==> src/rtl/lic_regs.svh <==
// Register offsets, field positions, reset values and timing counts of the illumination control
`ifndef LIC_REGS_SVH
`define LIC_REGS_SVH
`define LIC_ADDR_W        4
`define LIC_OFF_CTRL      4'h0
`define LIC_OFF_REF_R     4'h1
`define LIC_OFF_REF_G     4'h2
`define LIC_OFF_REF_B     4'h3
`define LIC_OFF_PEAK_CURRENT_SETTING_R    4'h4
`define LIC_OFF_PEAK_CURRENT_SETTING_G    4'h5
`define LIC_OFF_PEAK_CURRENT_SETTING_B    4'h6
`define LIC_OFF_GAIN_R    4'h7
`define LIC_OFF_GAIN_G    4'h8
`define LIC_OFF_GAIN_B    4'h9
`define LIC_OFF_STATUS    4'hA
`define LIC_OFF_SMP_PER   4'hB
`define LIC_CTRL_MODE_BIT 0
`define LIC_CTRL_SMP_BIT  1
`define LIC_REF_RST       12'h800
`define LIC_PEAK_CURRENT_SETTING_RST      10'h200
`define LIC_GAIN_RST      4'h0
`define LIC_TRIM_RST      3'h0
`define LIC_GAIN_STEPS    14
`define LIC_SMP_PER_RST   16'h00FA
`endif

==> src/rtl/lic_pkg.sv <==
// Types shared by the illumination control block
package lic_pkg;
  typedef enum logic [1:0] {
    LIC_COL_NONE,
    LIC_COL_RED,
    LIC_COL_GREEN,
    LIC_COL_BLUE
  } lic_colour_t;
  typedef struct packed {
    logic [3:0] led_colour_select;
    logic       drive_gate;
    logic       short_shunt_gate;
    logic       dissipative_shunt_gate;
  } lic_slice_t;
  typedef struct packed {
    logic [11:0] ref_code;
    logic [9:0]  peak_current_setting;
    logic [3:0]  gain_step;
    logic [2:0]  gain_trim;
  } lic_colour_cfg_t;
endpackage

==> src/rtl/lic_illum_ctrl.sv <==
// Illumination control: photo feedback drive, shunts, LED select and per-colour settings
// Operation
// - Two modes, continuous and pulsed, chosen by a control bit.
// - Continuous mode: light below reference raises buck drive enable.
// - Light above reference drops drive enable at once; repeats while enabled.
// - Pulsed mode: crossing the reference ends the current light pulse.
// - A 12-bit reference is provided for the comparator in both modes.
// - A 10-bit peak current setting bounds external inductor current.
// - Sync output overrides buck off time; drive enable switches buck.
// - Gain picks one of 14 steps plus a per-colour trim code.
// - Settings held per colour; active colour's set is applied.
// - Between pulses inductor current flows through the shunt paths.
// - An LED select output is only on while that colour is driven.
// - A sample timer triggers timed conversions during a colour slice.
// - Higher gain step gives lower light for the same reference.
// - Output capacitance select low in continuous, high in pulsed mode.
// - Short shunt holds until peak current reached, then the LED is enabled.
//
// Our own choices: the plain strobed port and the placing of the registers.
`timescale 1ns/1ps
`default_nettype none
`include "lic_regs.svh"
module lic_illum_ctrl #(
  parameter int SMP_W = 16
) (
  input  wire logic                   clk,
  input  wire logic                   rst,
  input  wire logic [`LIC_ADDR_W-1:0] reg_addr,
  input  wire logic [31:0]            reg_wdata,
  input  wire logic                   reg_wr,
  input  wire logic                   reg_rd,
  output logic      [31:0]            reg_rdata,
  input  wire lic_pkg::lic_slice_t    slice_in,
  input  wire logic                   photo_cmp_in,
  input  wire logic                   peak_current_reached_in,
  output logic                        buck_drive_enable,
  output logic                        buck_sync,
  output logic                        short_shunt_gate,
  output logic                        dissipative_shunt_gate,
  output logic      [2:0]             led_select,
  output logic                        output_cap_select,
  output logic      [11:0]            ref_dac_code,
  output logic      [9:0]             peak_current_setting,
  output logic      [3:0]             photo_amp_gain,
  output logic      [2:0]             photo_amp_trim,
  output logic                        adc_sample_trigger
);
  // Refused at elaboration: the read path packs the period into one 32-bit word
  if (SMP_W < 8 || SMP_W > 32)
  begin : g_bad_smp_w
    $error("lic_illum_ctrl SMP_W out of range");
  end

  // Slice signals come from another device, so they are synchronised with the comparator
  logic [8:0] sync_raw;
  logic [8:0] sync_q;
  assign sync_raw = {slice_in, photo_cmp_in, peak_current_reached_in};
  lic_sync #(.WIDTH(9)) u_sync (
    .clk      (clk),
    .rst      (rst),
    .async_in (sync_raw),
    .sync_out (sync_q)
  );
  lic_pkg::lic_slice_t slice_s;
  logic                light_below_s;
  logic                peak_reached_s;
  assign slice_s        = sync_q[8:2];
  assign light_below_s  = sync_q[1];
  assign peak_reached_s = sync_q[0];

  function automatic lic_pkg::lic_colour_t decode_colour(input logic [3:0] sel);
    lic_pkg::lic_colour_t c;
    c = lic_pkg::LIC_COL_NONE;
    unique case (sel)
      4'h1:    c = lic_pkg::LIC_COL_RED;
      4'h2:    c = lic_pkg::LIC_COL_GREEN;
      4'h4:    c = lic_pkg::LIC_COL_BLUE;
      default: c = lic_pkg::LIC_COL_NONE;
    endcase
    return c;
  endfunction

  // Register file
  logic                     mode_pulsed_ff;
  logic                     smp_en_ff;
  lic_pkg::lic_colour_cfg_t cfg_ff [3];
  logic [SMP_W-1:0]         smp_per_ff;
  logic [31:0]              rdata_ff;
  logic                     nxt_mode_pulsed;
  logic                     nxt_smp_en;
  lic_pkg::lic_colour_cfg_t nxt_cfg [3];
  logic [SMP_W-1:0]         nxt_smp_per;
  logic [31:0]              nxt_rdata;
  logic [31:0]              status_word;

  always_comb
  begin
    nxt_mode_pulsed = mode_pulsed_ff;
    nxt_smp_en      = smp_en_ff;
    nxt_cfg         = cfg_ff;
    nxt_smp_per     = smp_per_ff;
    nxt_rdata       = 32'h0000_0000;
    if (reg_wr)
    begin
      unique case (reg_addr)
        `LIC_OFF_CTRL:
        begin
          nxt_mode_pulsed = reg_wdata[`LIC_CTRL_MODE_BIT];
          nxt_smp_en      = reg_wdata[`LIC_CTRL_SMP_BIT];
        end
        `LIC_OFF_REF_R:  nxt_cfg[0].ref_code = reg_wdata[11:0];
        `LIC_OFF_REF_G:  nxt_cfg[1].ref_code = reg_wdata[11:0];
        `LIC_OFF_REF_B:  nxt_cfg[2].ref_code = reg_wdata[11:0];
        `LIC_OFF_PEAK_CURRENT_SETTING_R: nxt_cfg[0].peak_current_setting = reg_wdata[9:0];
        `LIC_OFF_PEAK_CURRENT_SETTING_G: nxt_cfg[1].peak_current_setting = reg_wdata[9:0];
        `LIC_OFF_PEAK_CURRENT_SETTING_B: nxt_cfg[2].peak_current_setting = reg_wdata[9:0];
        `LIC_OFF_GAIN_R, `LIC_OFF_GAIN_G, `LIC_OFF_GAIN_B:
        begin
          // Step codes past the last gain step are clamped to it
          for (int i = 0; i < 3; i++)
          begin
            if (reg_addr == `LIC_OFF_GAIN_R + 4'(i))
            begin
              nxt_cfg[i].gain_step = (reg_wdata[3:0] > 4'(`LIC_GAIN_STEPS - 1)) ?
                                     4'(`LIC_GAIN_STEPS - 1) : reg_wdata[3:0];
              nxt_cfg[i].gain_trim = reg_wdata[6:4];
            end
          end
        end
        `LIC_OFF_SMP_PER: nxt_smp_per = reg_wdata[SMP_W-1:0];
        default: ;
      endcase
    end
    if (reg_rd)
    begin
      unique case (reg_addr)
        `LIC_OFF_CTRL:    nxt_rdata = {30'h0, smp_en_ff, mode_pulsed_ff};
        `LIC_OFF_REF_R:   nxt_rdata = {20'h0, cfg_ff[0].ref_code};
        `LIC_OFF_REF_G:   nxt_rdata = {20'h0, cfg_ff[1].ref_code};
        `LIC_OFF_REF_B:   nxt_rdata = {20'h0, cfg_ff[2].ref_code};
        `LIC_OFF_PEAK_CURRENT_SETTING_R:  nxt_rdata = {22'h0, cfg_ff[0].peak_current_setting};
        `LIC_OFF_PEAK_CURRENT_SETTING_G:  nxt_rdata = {22'h0, cfg_ff[1].peak_current_setting};
        `LIC_OFF_PEAK_CURRENT_SETTING_B:  nxt_rdata = {22'h0, cfg_ff[2].peak_current_setting};
        `LIC_OFF_GAIN_R:  nxt_rdata = {25'h0, cfg_ff[0].gain_trim, cfg_ff[0].gain_step};
        `LIC_OFF_GAIN_G:  nxt_rdata = {25'h0, cfg_ff[1].gain_trim, cfg_ff[1].gain_step};
        `LIC_OFF_GAIN_B:  nxt_rdata = {25'h0, cfg_ff[2].gain_trim, cfg_ff[2].gain_step};
        `LIC_OFF_STATUS:  nxt_rdata = status_word;
        `LIC_OFF_SMP_PER: nxt_rdata = 32'(smp_per_ff);
        default:          nxt_rdata = 32'h0000_0000;
      endcase
    end
  end

  always_ff @(posedge clk)
  begin
    if (rst)
    begin
      mode_pulsed_ff <= 1'b0;
      smp_en_ff      <= 1'b0;
      for (int i = 0; i < 3; i++)
      begin
        cfg_ff[i] <= '{`LIC_REF_RST, `LIC_PEAK_CURRENT_SETTING_RST, `LIC_GAIN_RST, `LIC_TRIM_RST};
      end
      smp_per_ff <= SMP_W'(`LIC_SMP_PER_RST);
      rdata_ff   <= 32'h0000_0000;
    end
    else
    begin
      mode_pulsed_ff <= nxt_mode_pulsed;
      smp_en_ff      <= nxt_smp_en;
      cfg_ff         <= nxt_cfg;
      smp_per_ff     <= nxt_smp_per;
      rdata_ff       <= nxt_rdata;
    end
  end
  assign reg_rdata = rdata_ff;

  // Loop control
  lic_pkg::lic_colour_t colour;
  logic [1:0]           cidx;
  logic                 pulse_done_ff;
  logic                 led_on_ff;
  logic                 drive_ff;
  logic                 sync_ff;
  logic                 short_ff;
  logic                 diss_ff;
  logic [2:0]           sel_ff;
  logic                 cap_ff;
  logic                 nxt_pulse_done;
  logic                 nxt_led_on;
  logic                 nxt_drive;
  logic                 nxt_sync_out;
  logic                 nxt_short;
  logic                 nxt_diss;
  logic [2:0]           nxt_sel;
  logic                 blanking;

  assign colour   = decode_colour(slice_s.led_colour_select);
  assign cidx     = (colour == lic_pkg::LIC_COL_GREEN) ? 2'd1 :
                    (colour == lic_pkg::LIC_COL_BLUE)  ? 2'd2 : 2'd0;
  assign blanking = slice_s.short_shunt_gate || slice_s.dissipative_shunt_gate;

  always_comb
  begin
    nxt_short      = slice_s.short_shunt_gate && !peak_reached_s;
    nxt_diss       = slice_s.dissipative_shunt_gate;
    // LED stays off until the short shunt phase has charged the inductor
    nxt_led_on     = (colour != lic_pkg::LIC_COL_NONE) && slice_s.drive_gate && !nxt_short
                     && !slice_s.dissipative_shunt_gate;
    nxt_sel        = 3'h0;
    if (nxt_led_on)
    begin
      nxt_sel[cidx] = 1'b1;
    end
    nxt_pulse_done = pulse_done_ff;
    if (!nxt_led_on)
    begin
      nxt_pulse_done = 1'b0;
    end
    else if (mode_pulsed_ff && !light_below_s)
    begin
      nxt_pulse_done = 1'b1;
    end
    if (!slice_s.drive_gate)
    begin
      nxt_drive = 1'b0;
    end
    else if (blanking)
    begin
      nxt_drive = slice_s.short_shunt_gate && !peak_reached_s;
    end
    else if (mode_pulsed_ff)
    begin
      nxt_drive = light_below_s && !pulse_done_ff && nxt_led_on;
    end
    else
    begin
      nxt_drive = light_below_s && nxt_led_on;
    end
    // Sync cuts the buck off time short whenever a fresh turn-on is wanted
    nxt_sync_out = nxt_drive && !drive_ff;
  end

  always_ff @(posedge clk)
  begin
    if (rst)
    begin
      pulse_done_ff <= 1'b0;
      led_on_ff     <= 1'b0;
      drive_ff      <= 1'b0;
      sync_ff       <= 1'b0;
      short_ff      <= 1'b0;
      diss_ff       <= 1'b0;
      sel_ff        <= 3'h0;
      cap_ff        <= 1'b0;
    end
    else
    begin
      pulse_done_ff <= nxt_pulse_done;
      led_on_ff     <= nxt_led_on;
      drive_ff      <= nxt_drive;
      sync_ff       <= nxt_sync_out;
      short_ff      <= nxt_short;
      diss_ff       <= nxt_diss;
      sel_ff        <= nxt_sel;
      cap_ff        <= mode_pulsed_ff;
    end
  end

  assign buck_drive_enable      = drive_ff;
  assign buck_sync              = sync_ff;
  assign short_shunt_gate       = short_ff;
  assign dissipative_shunt_gate = diss_ff;
  assign led_select             = sel_ff;
  assign output_cap_select      = cap_ff;
  assign ref_dac_code           = cfg_ff[cidx].ref_code;
  assign peak_current_setting   = cfg_ff[cidx].peak_current_setting;
  assign photo_amp_gain         = cfg_ff[cidx].gain_step;
  assign photo_amp_trim         = cfg_ff[cidx].gain_trim;
  assign status_word = {25'h0, sel_ff, short_ff, diss_ff, sync_ff, drive_ff};

  // Sample timer: periodic triggers while an LED is lit
  logic [SMP_W-1:0] smp_cnt_ff;
  logic             trig_ff;
  logic [SMP_W-1:0] nxt_smp_cnt;
  logic             nxt_trig;
  always_comb
  begin
    nxt_smp_cnt = smp_cnt_ff;
    nxt_trig    = 1'b0;
    if (!smp_en_ff || !led_on_ff)
    begin
      nxt_smp_cnt = '0;
    end
    else if (smp_cnt_ff >= smp_per_ff)
    begin
      nxt_smp_cnt = '0;
      nxt_trig    = 1'b1;
    end
    else
    begin
      nxt_smp_cnt = smp_cnt_ff + SMP_W'(1);
    end
  end
  always_ff @(posedge clk)
  begin
    if (rst)
    begin
      smp_cnt_ff <= '0;
      trig_ff    <= 1'b0;
    end
    else
    begin
      smp_cnt_ff <= nxt_smp_cnt;
      trig_ff    <= nxt_trig;
    end
  end
  assign adc_sample_trigger = trig_ff;
endmodule // lic_illum_ctrl
`default_nettype wire

==> src/rtl/lic_sync.sv <==
// Two-flop synchroniser for asynchronous levels
`timescale 1ns/1ps
`default_nettype none
module lic_sync #(
  parameter int WIDTH = 1
) (
  input  wire logic             clk,
  input  wire logic             rst,
  input  wire logic [WIDTH-1:0] async_in,
  output logic      [WIDTH-1:0] sync_out
);
  logic [WIDTH-1:0] meta_ff;
  logic [WIDTH-1:0] sync_ff;
  logic [WIDTH-1:0] nxt_meta;
  logic [WIDTH-1:0] nxt_sync;
  // Refused at elaboration, before any logic is built
  if (WIDTH < 1)
  begin : g_bad_width
    $error("lic_sync WIDTH must be positive");
  end
  always_comb
  begin
    nxt_meta = async_in;
    nxt_sync = meta_ff;
  end
  always_ff @(posedge clk)
  begin
    if (rst)
    begin
      meta_ff <= '0;
      sync_ff <= '0;
    end
    else
    begin
      meta_ff <= nxt_meta;
      sync_ff <= nxt_sync;
    end
  end
  assign sync_out = sync_ff;
endmodule // lic_sync
`default_nettype wire

==> config.mk <==
export PLATFORM = sky130hd
export DESIGN_NAME = lic_illum_ctrl
export DESIGN_NICKNAME = d
export VERILOG_FILES = /design/src/rtl/lic_pkg.sv /design/src/rtl/lic_illum_ctrl.sv /design/src/rtl/lic_sync.sv
export VERILOG_INCLUDE_DIRS = /design/src /design/src/rtl
export SDC_FILE = /design/constraint.sdc
export NUM_CORES = 1
export LEC_CHECK = 0
export ABC_AREA = 1
export BUFFER_PORTS_ARGS = -buffer_cell sky130_fd_sc_hd__buf_2
export CORE_ASPECT_RATIO = 1.5
export CORE_MARGIN = 3
export CORE_UTILIZATION = 25
export CTS_BUF_LIST = sky130_fd_sc_hd__clkbuf_4 sky130_fd_sc_hd__clkbuf_8 sky130_fd_sc_hd__clkbuf_16
export CTS_CLUSTER_SIZE = 14
export DETAILED_ROUTE_END_ITERATION = 8
export SLEW_MARGIN = 0
export SYNTH_ARGS = -nofsm -noshare
export SYNTH_HDL_FRONTEND = slang
export SYNTH_SLANG_ARGS = --single-unit
==> constraint.sdc <==
create_clock -name clk -period 3.1 [get_ports clk]
set_input_delay 0.31 -clock clk [delete_from_list [all_inputs] [get_ports clk]]
set_output_delay 0.31 -clock clk [all_outputs]
set_load 0.02 [all_outputs]
==> Yosys cells after proc, flatten, opt, wreduce, memory -nomap -nowiden <==
Cells that the tools add are included.
{ "word_totals": {"reg_bits": 182, "in_bits": 49, "out_inout_bits": 70, "word_cells": 105} }
{ "op_classes": {"n_addsub": 1, "n_lt_le_gt_ge": 5, "eq_ne": 16, "mux": 14, "n_bitwise": 3, "n_reduce_logical": 38} }
{ "op_table": {"columns": ["op", "n"], "rows": [
  ["16-bit case mux with 12 select lines", 1],
  ["29-bit binary-select mux with 2-bit select", 1],
  ["29-bit two-way mux", 2],
  ["4-bit by 3-bit equality test with 1-bit output, second input constant", 5],
  ["16-bit by 1-bit adder with 16-bit output, second input constant", 1],
  ["4-bit equality test, second input constant", 4],
  ["16-bit greater-or-equal comparator", 1],
  ["2-bit AND reduction", 8],
  ["4-bit by 2-bit equality test with 1-bit output, second input constant", 3],
  ["1-bit logical AND", 10],
  ["3-bit AND reduction", 3],
  ["4-bit by 1-bit equality test with 1-bit output, second input constant", 2],
  ["1-bit logical NOT", 8],
  ["2-bit case mux with 3 select lines", 1],
  ["2-bit OR reduction", 3],
  ["3-bit OR reduction", 2],
  ["1-bit two-way mux", 5],
  ["2-bit equality test, second input constant", 2],
  ["4-bit greater-than comparator, second input constant", 1],
  ["4-bit logical NOT", 1],
  ["2-bit two-way mux", 2],
  ["4-bit two-way mux", 1],
  ["3-bit greater-or-equal comparator, second input constant", 1],
  ["2-bit by 3-bit less-than comparator with 1-bit output, second input constant", 1],
  ["other kinds (6)", 8]
]} }

==> Logic depth before layout (Yosys ltp) <==
{ "depth": {"word_depth": 11, "ltp_mapped": 13, "mapped_depth_nobuf": 13} }

==> Hierarchy <==
Synthesis repeated with hierarchy kept, for this count alone.
{ "hier_totals": {"hier_cells": 1018, "area_unflattened_um2": 7632.3} }
{ "modules_own_cells": {"columns": ["mod", "n_inst", "cells_per_inst", "area_per_inst_um2", "seq_area_each_um2"], "rows": [
  ["lic_illum_ctrl", 1, 962, 7110.6, 2962.8],
  ["lic_sync", 1, 56, 521.8, 360.3]
]} }

==> Least setup slack after synthesis <==
No wires, ideal clock.
{ "synth_timing": {"kind": "register -> register", "startpoint": "reg smp_per_ff[15]", "endpoint": "reg smp_cnt_ff[10]", "setup_ns": 0.116, "arrival_ns": 1.468, "required_time_ns": 2.984, "path_slack_ns": 1.516, "path_stages_with_launch": 11, "path_buffers": 1, "synth_period_minus_slack_ns": 1.584, "cell_sequence": "dfxtp_1 -> inv_1 -> ha_1 -> nand2_1 -> inv_1 -> nand3_1 -> nor2_1 -> nand3_1 -> nand4_1 -> buf_2 -> nor2_1"} }
{ "synth_between": {"elab_chain_cells": 2} }
{ "synth_lines": {"columns": ["item", "line", "rtl"], "rows": [
  ["start, declared", "lic_illum_ctrl.sv:87", "logic [SMP_W-1:0] smp_per_ff;"],
  ["start signal, assigned", "lic_illum_ctrl.sv:164", "smp_per_ff <= SMP_W'(`LIC_SMP_PER_RST);"],
  ["start signal, assigned", "lic_illum_ctrl.sv:172", "smp_per_ff <= nxt_smp_per;"],
  ["16-bit greater-or-equal comparator", "lic_illum_ctrl.sv:295", "else if (smp_cnt_ff >= smp_per_ff)"],
  ["3-bit OR reduction (no source line)", null, null],
  ["end signal, assigned", "lic_illum_ctrl.sv:314", "smp_cnt_ff <= nxt_smp_cnt;"],
  ["end, declared", "lic_illum_ctrl.sv:283", "logic [SMP_W-1:0] smp_cnt_ff;"]
]} }
Every way passes these cells.
A chain may end at the register's enable or synchronous reset.

==> Worst setup path in the final report <==
{ "layout_timing": {"startpoint": "reg u_sync.sync_ff[6] (netlist: u_sync.sync_out[6])", "endpoint": "out peak_current_setting[1]"} }
{ "layout_between": {"elab_chain_cells": 9, "elab_cells_between_ends": 12, "cone_classes": "eq/ne (5); mux (6); bitwise (1)"} }
{ "layout_lines": {"columns": ["item", "line", "rtl"], "rows": [
  ["start, declared", "lic_sync.sv:13", "logic [WIDTH-1:0] sync_ff;"],
  ["start signal, assigned", "lic_sync.sv:36", "sync_ff <= nxt_sync;"],
  ["4-bit by 3-bit equality test with 1-bit output, or another cell as far along", "lic_illum_ctrl.sv:74", "unique case (sel)"],
  ["2-bit case mux with 3 select lines (*)", "lic_illum_ctrl.sv:74", null],
  ["2-bit equality test", "lic_illum_ctrl.sv:200", "(colour == lic_pkg::LIC_COL_BLUE) ? 2'd2 : 2'd0;"],
  ["2-bit two-way mux", "lic_illum_ctrl.sv:200", null],
  ["2-bit two-way mux (*)", "lic_illum_ctrl.sv:199", "assign cidx = (colour == lic_pkg::LIC_COL_GREEN) ? 2'd1 :"],
  ["2-bit NOT with 3-bit output (not written as such) (*)", "lic_illum_ctrl.sv:277", "assign peak_current_setting = cfg_ff[cidx].peak_current_setting;"],
  ["29-bit binary-select mux with 2-bit select (*)", "lic_illum_ctrl.sv:277", null],
  ["29-bit two-way mux (*) (2 in a row)", null, null],
  ["end, declared", "lic_illum_ctrl.sv:43", "output logic [9:0] peak_current_setting,"]
]} }
Every way passes the cells marked *; elsewhere a longest branch is shown, timed or not. The select of a mux whose other input is x is not followed.

==> summary by stage <==
Status
The flow ran to the end, and the final reports show no timing, DRC or antenna violations.

Finish
In the layout the commonest cells are sky130_fd_sc_hd__dfxtp_1, sky130_fd_sc_hd__inv_1, sky130_fd_sc_hd__a21oi_1, sky130_fd_sc_hd__nand2_1, sky130_fd_sc_hd__nor2_1. The area added between synthesis and finish is 17.3%. Leaving out fill and tap cells, the most frequent cell in the layout is sky130_fd_sc_hd__dfxtp_1. For this run, the post-layout net count is 1153.

The share of post-route cells with drive strength above 1 is 0.142. The filler cells instantiated in the layout total 3230. The area of all sequential standard cells is 0.00332 mm2. The area of the multi-input gates is 0.00327 mm2.

Floorplanning
The die extent in y is 218 um. The initial utilization of the core area, before any placement, comes to 0.256. The area of the die is 0.0320 mm2. Pin placement for this block handled 119 I/O pins.

The core outline area is 0.0291 mm2. The number of placement rows is 76. The width of the die is 147 um.

Power and ir drop
The maximum ir drop on the vdd rail is 424 uV. The clock network power share is 0.444. The share of total power dissipated in combinational logic is 0.086. Power spread over the standard cell area amounts to 534 mW/mm2. The switching power summed over all nets is 1180 uW. Of the total power, registers draw 0.470. Cell internal power was estimated by the tool at 3480 uW. Of the total power, the share spent switching nets is 0.254. The total leakage power is 0.00360 uW. The design draws 4670 uW.

CTS
For the worst-skew pair, the clock arrives at the later sink with an insertion delay of 0.44 ns. The cell sitting at the root of the clock tree is a sky130_fd_sc_hd__clkbuf_16. Gates resized during post-CTS repair numbered 0. The count of buffers added by post-CTS timing repair for setup is 0. Clock tree synthesis found a total of 166 sinks. Counting the buffers created by CTS gives 17. TritonCTS built the clock tree. After clock tree synthesis, the clock-pin slew on the worst setup and hold paths is 0.06 ns. The number of hold buffers added after CTS was 0. The H-tree depth is 4. The clock tree buffer depth is 2.

Setup path
The number of cells on the worst reg-to-reg path is 7. The start-to-end type of the worst setup path is reg -> out. On the critical path, the stage with the largest delay is an instance of sky130_fd_sc_hd__and2_1. For this run, the slowest stage of the critical path takes 0.63 ns. Traced cell by cell, the critical path runs through inv_1 > nor2_1 > nand2_1 > and2_1 > buf_4 > a21oi_1 > buf_2.

The worst setup path is launched from a register. Counting buffers and inverters, the worst setup path is 7 cells deep. The critical path required time is 2.79 ns. The number of buffers and inverters on the critical path is 3. The worst endpoint data arrival time is 2.31 ns.

Grouping stages by cell kind, the critical path spends the most delay in simple AND/OR/NAND/NOR gates. Along the worst path, the maximum fanout reaches 17. The worst setup path is captured at a primary output.

Timing
Setup repair after global routing left no endpoint under its margin. The maximum achievable frequency is 382 MHz. Subtracting the final worst setup slack from the clock period gives 2.62 ns. The number of slew-limit violations in the final report was 0.

Between clock sinks in the finished design, the worst skew comes to 0.0152 ns. The hold violation count in the final report came to 0. The worst slew margin relative to its limit is 0.479.

The pin slew with the least headroom to its limit is 0.781 ns. The final-report setup violation count is 0. The post-route fraction of the period consumed by the critical path is 0.845. In the final timing run, aggregate negative setup slack is 0 ns.

Hold path
The path class of the lowest-slack min-delay path is in -> reg. The worst hold path was traced through 3 stages.

Global routing
The maximum number of pins on one net before global-route repair is 94. The aggregate global routing overflow is 0. The first-pass GRT wire length is 35900 um.

The initial antenna violation count is 5. For this run, the total global-route usage over all layers was measured as 0.144. The via count of the first global-routing pass came to 6556.

Yosys
The mean post-synth cell area is 7.29 um2. The number of enable-type register cells in the synthesized netlist is 0. For this run, the register share of the synthesized area comes to 0.446.

In this run, synthesis produced a sequential element count of 166. After technology mapping, the gate count stands at 1023. Counting flops with an async set or reset pin after synthesis yields a share of 0. In the synthesized netlist the dominant register cell turns out to be sky130_fd_sc_hd__dfxtp_1.

In this run the cell area of the synthesized design comes to 0.00746 mm2. Yosys mapped the design onto 30 distinct sky130hd cell types. The Yosys step of the flow raised 0 warnings.

Route
For this run, design rule violations remaining after detail routing come to 0. For this block, the initial DRC count from the detailed router was 433. The vias after detailed routing is 6887. The routed design has 23000 um of wire.

The first detailed-routing pass took 8 iterations. The count of nets left with antenna violations once routing finished came out at 0. After detailed routing, the average wire length per cell comes to 15.5 um.

The via-per-instance ratio is 4.63.

Job
Across the run, the number of max-cap violations was 0.

Placement
At the end of routability-driven placement, the weighted congestion stood at 0.874. Input and output buffers added on the ports amount to 86. The wire-length estimate of the detail-placed layout is 16800 um.
stage by stage:
stage | setup WS [ns] | util | instances | cell area (um2) | hold WS [ns]
final | 0.481 | 0.301 | 1489 | 8750 | 0.0644
after global routing | 0.367 | 0.301 | 1489 | 8750 | 0.0598
after detailed placement | 0.920 | 0.281 | 1458 | 8180 | 0.392
after floorplan | 1.52 | - | 1038 | 7510 | 0.388
after global placement | 0.929 | 0.281 | 1458 | 8180 | 0.394
after CTS | 0.450 | 0.301 | 1488 | 8750 | 0.0542
path summary, 6_finish.rpt:
kind	start	slack, ns	endpoint
max	u_sync.sync_out[6]$_SDFF_PP0_	0.48	peak_current_setting[1]
min	slice_in[5]	0.06	u_sync.meta_ff[7]$_SDFF_PP0_
max reg2reg	smp_per_ff[15]$_SDFFE_PP0P_	1.01	smp_cnt_ff[6]$_SDFF_PP0_
min reg2reg	u_sync.meta_ff[3]$_SDFF_PP0_	0.40	u_sync.sync_out[3]$_SDFF_PP0_
metal layers:
layer,track usage,part of all wire,wire (um),vias up
met5,0,0.0021,48,-
li1,-,-,-,3438
met2,0.260,0.51,11800,242
met4,0.0718,0.038,872,8
met1,0.156,0.39,8980,3145
met3,0.0360,0.058,1340,54
synth_stat cells, types with 10 or more instances:
cell type                  count  area, um2
sky130_fd_sc_hd__a21oi_1     131        656
sky130_fd_sc_hd__buf_2        16       80.1
sky130_fd_sc_hd__buf_4        17        128
sky130_fd_sc_hd__clkbuf_1     26       97.6
sky130_fd_sc_hd__dfxtp_1     166       3320
sky130_fd_sc_hd__ha_1         17        213
sky130_fd_sc_hd__inv_1       146        548
sky130_fd_sc_hd__inv_2        12       45.0
sky130_fd_sc_hd__nand2_1     120        450
sky130_fd_sc_hd__nand3_1      50        250
sky130_fd_sc_hd__nor2_1      107        402
sky130_fd_sc_hd__nor3_1       10       50.1
sky130_fd_sc_hd__o21ai_0      98        490
sky130_fd_sc_hd__o22ai_1      47        294
power by group through the flow:
stage          Combinational, uW  Clock [uW]  Sequential [uW]
2_1_floorplan                268           0             2240
3_3_place_gp                 399           0             2240
3_5_place_dp                 403           0             2240
4_1_cts                      404        2100             2190
5_1_grt                      442        2190             2200
6_report                     403        2070             2190
sequential cells by signal, summed over array words and instances, names as in the netlist, 3 cells and up:
signal	count
smp_cnt_ff	16
led_select	3
reg_rdata	16
u_sync.meta_ff	9
smp_per_ff	16
cfg_ff	87
u_sync.sync_out	9
kinds of logic after synthesis:
family / share of synthesized area
other: 0.000503
adders and majority gates: 0.0285
DFF: 0.446
xor gates and xnor gates: 0.0153
buffers and inverters: 0.123
AOI/OAI and AO/OA: 0.209
and+or+nand+nor: 0.178
tightest hold or removal path, delay by kind of cell:
family                 cells  cell delay, ns
buffers and inverters      2            0.10
AND/OR/NAND/NOR            1            0.06
area by class of cell:
class | count | area share
clock inverter | 7 | 0.00830
multi-input combinational | 650 | 0.374
antenna | 1 | 0.000286
inverter | 159 | 0.0684
sequential | 166 | 0.380
clock buffer | 23 | 0.0566
timing repair buffer | 93 | 0.0566
tap | 390 | 0.0558
Power figures use the tool's default switching activity.
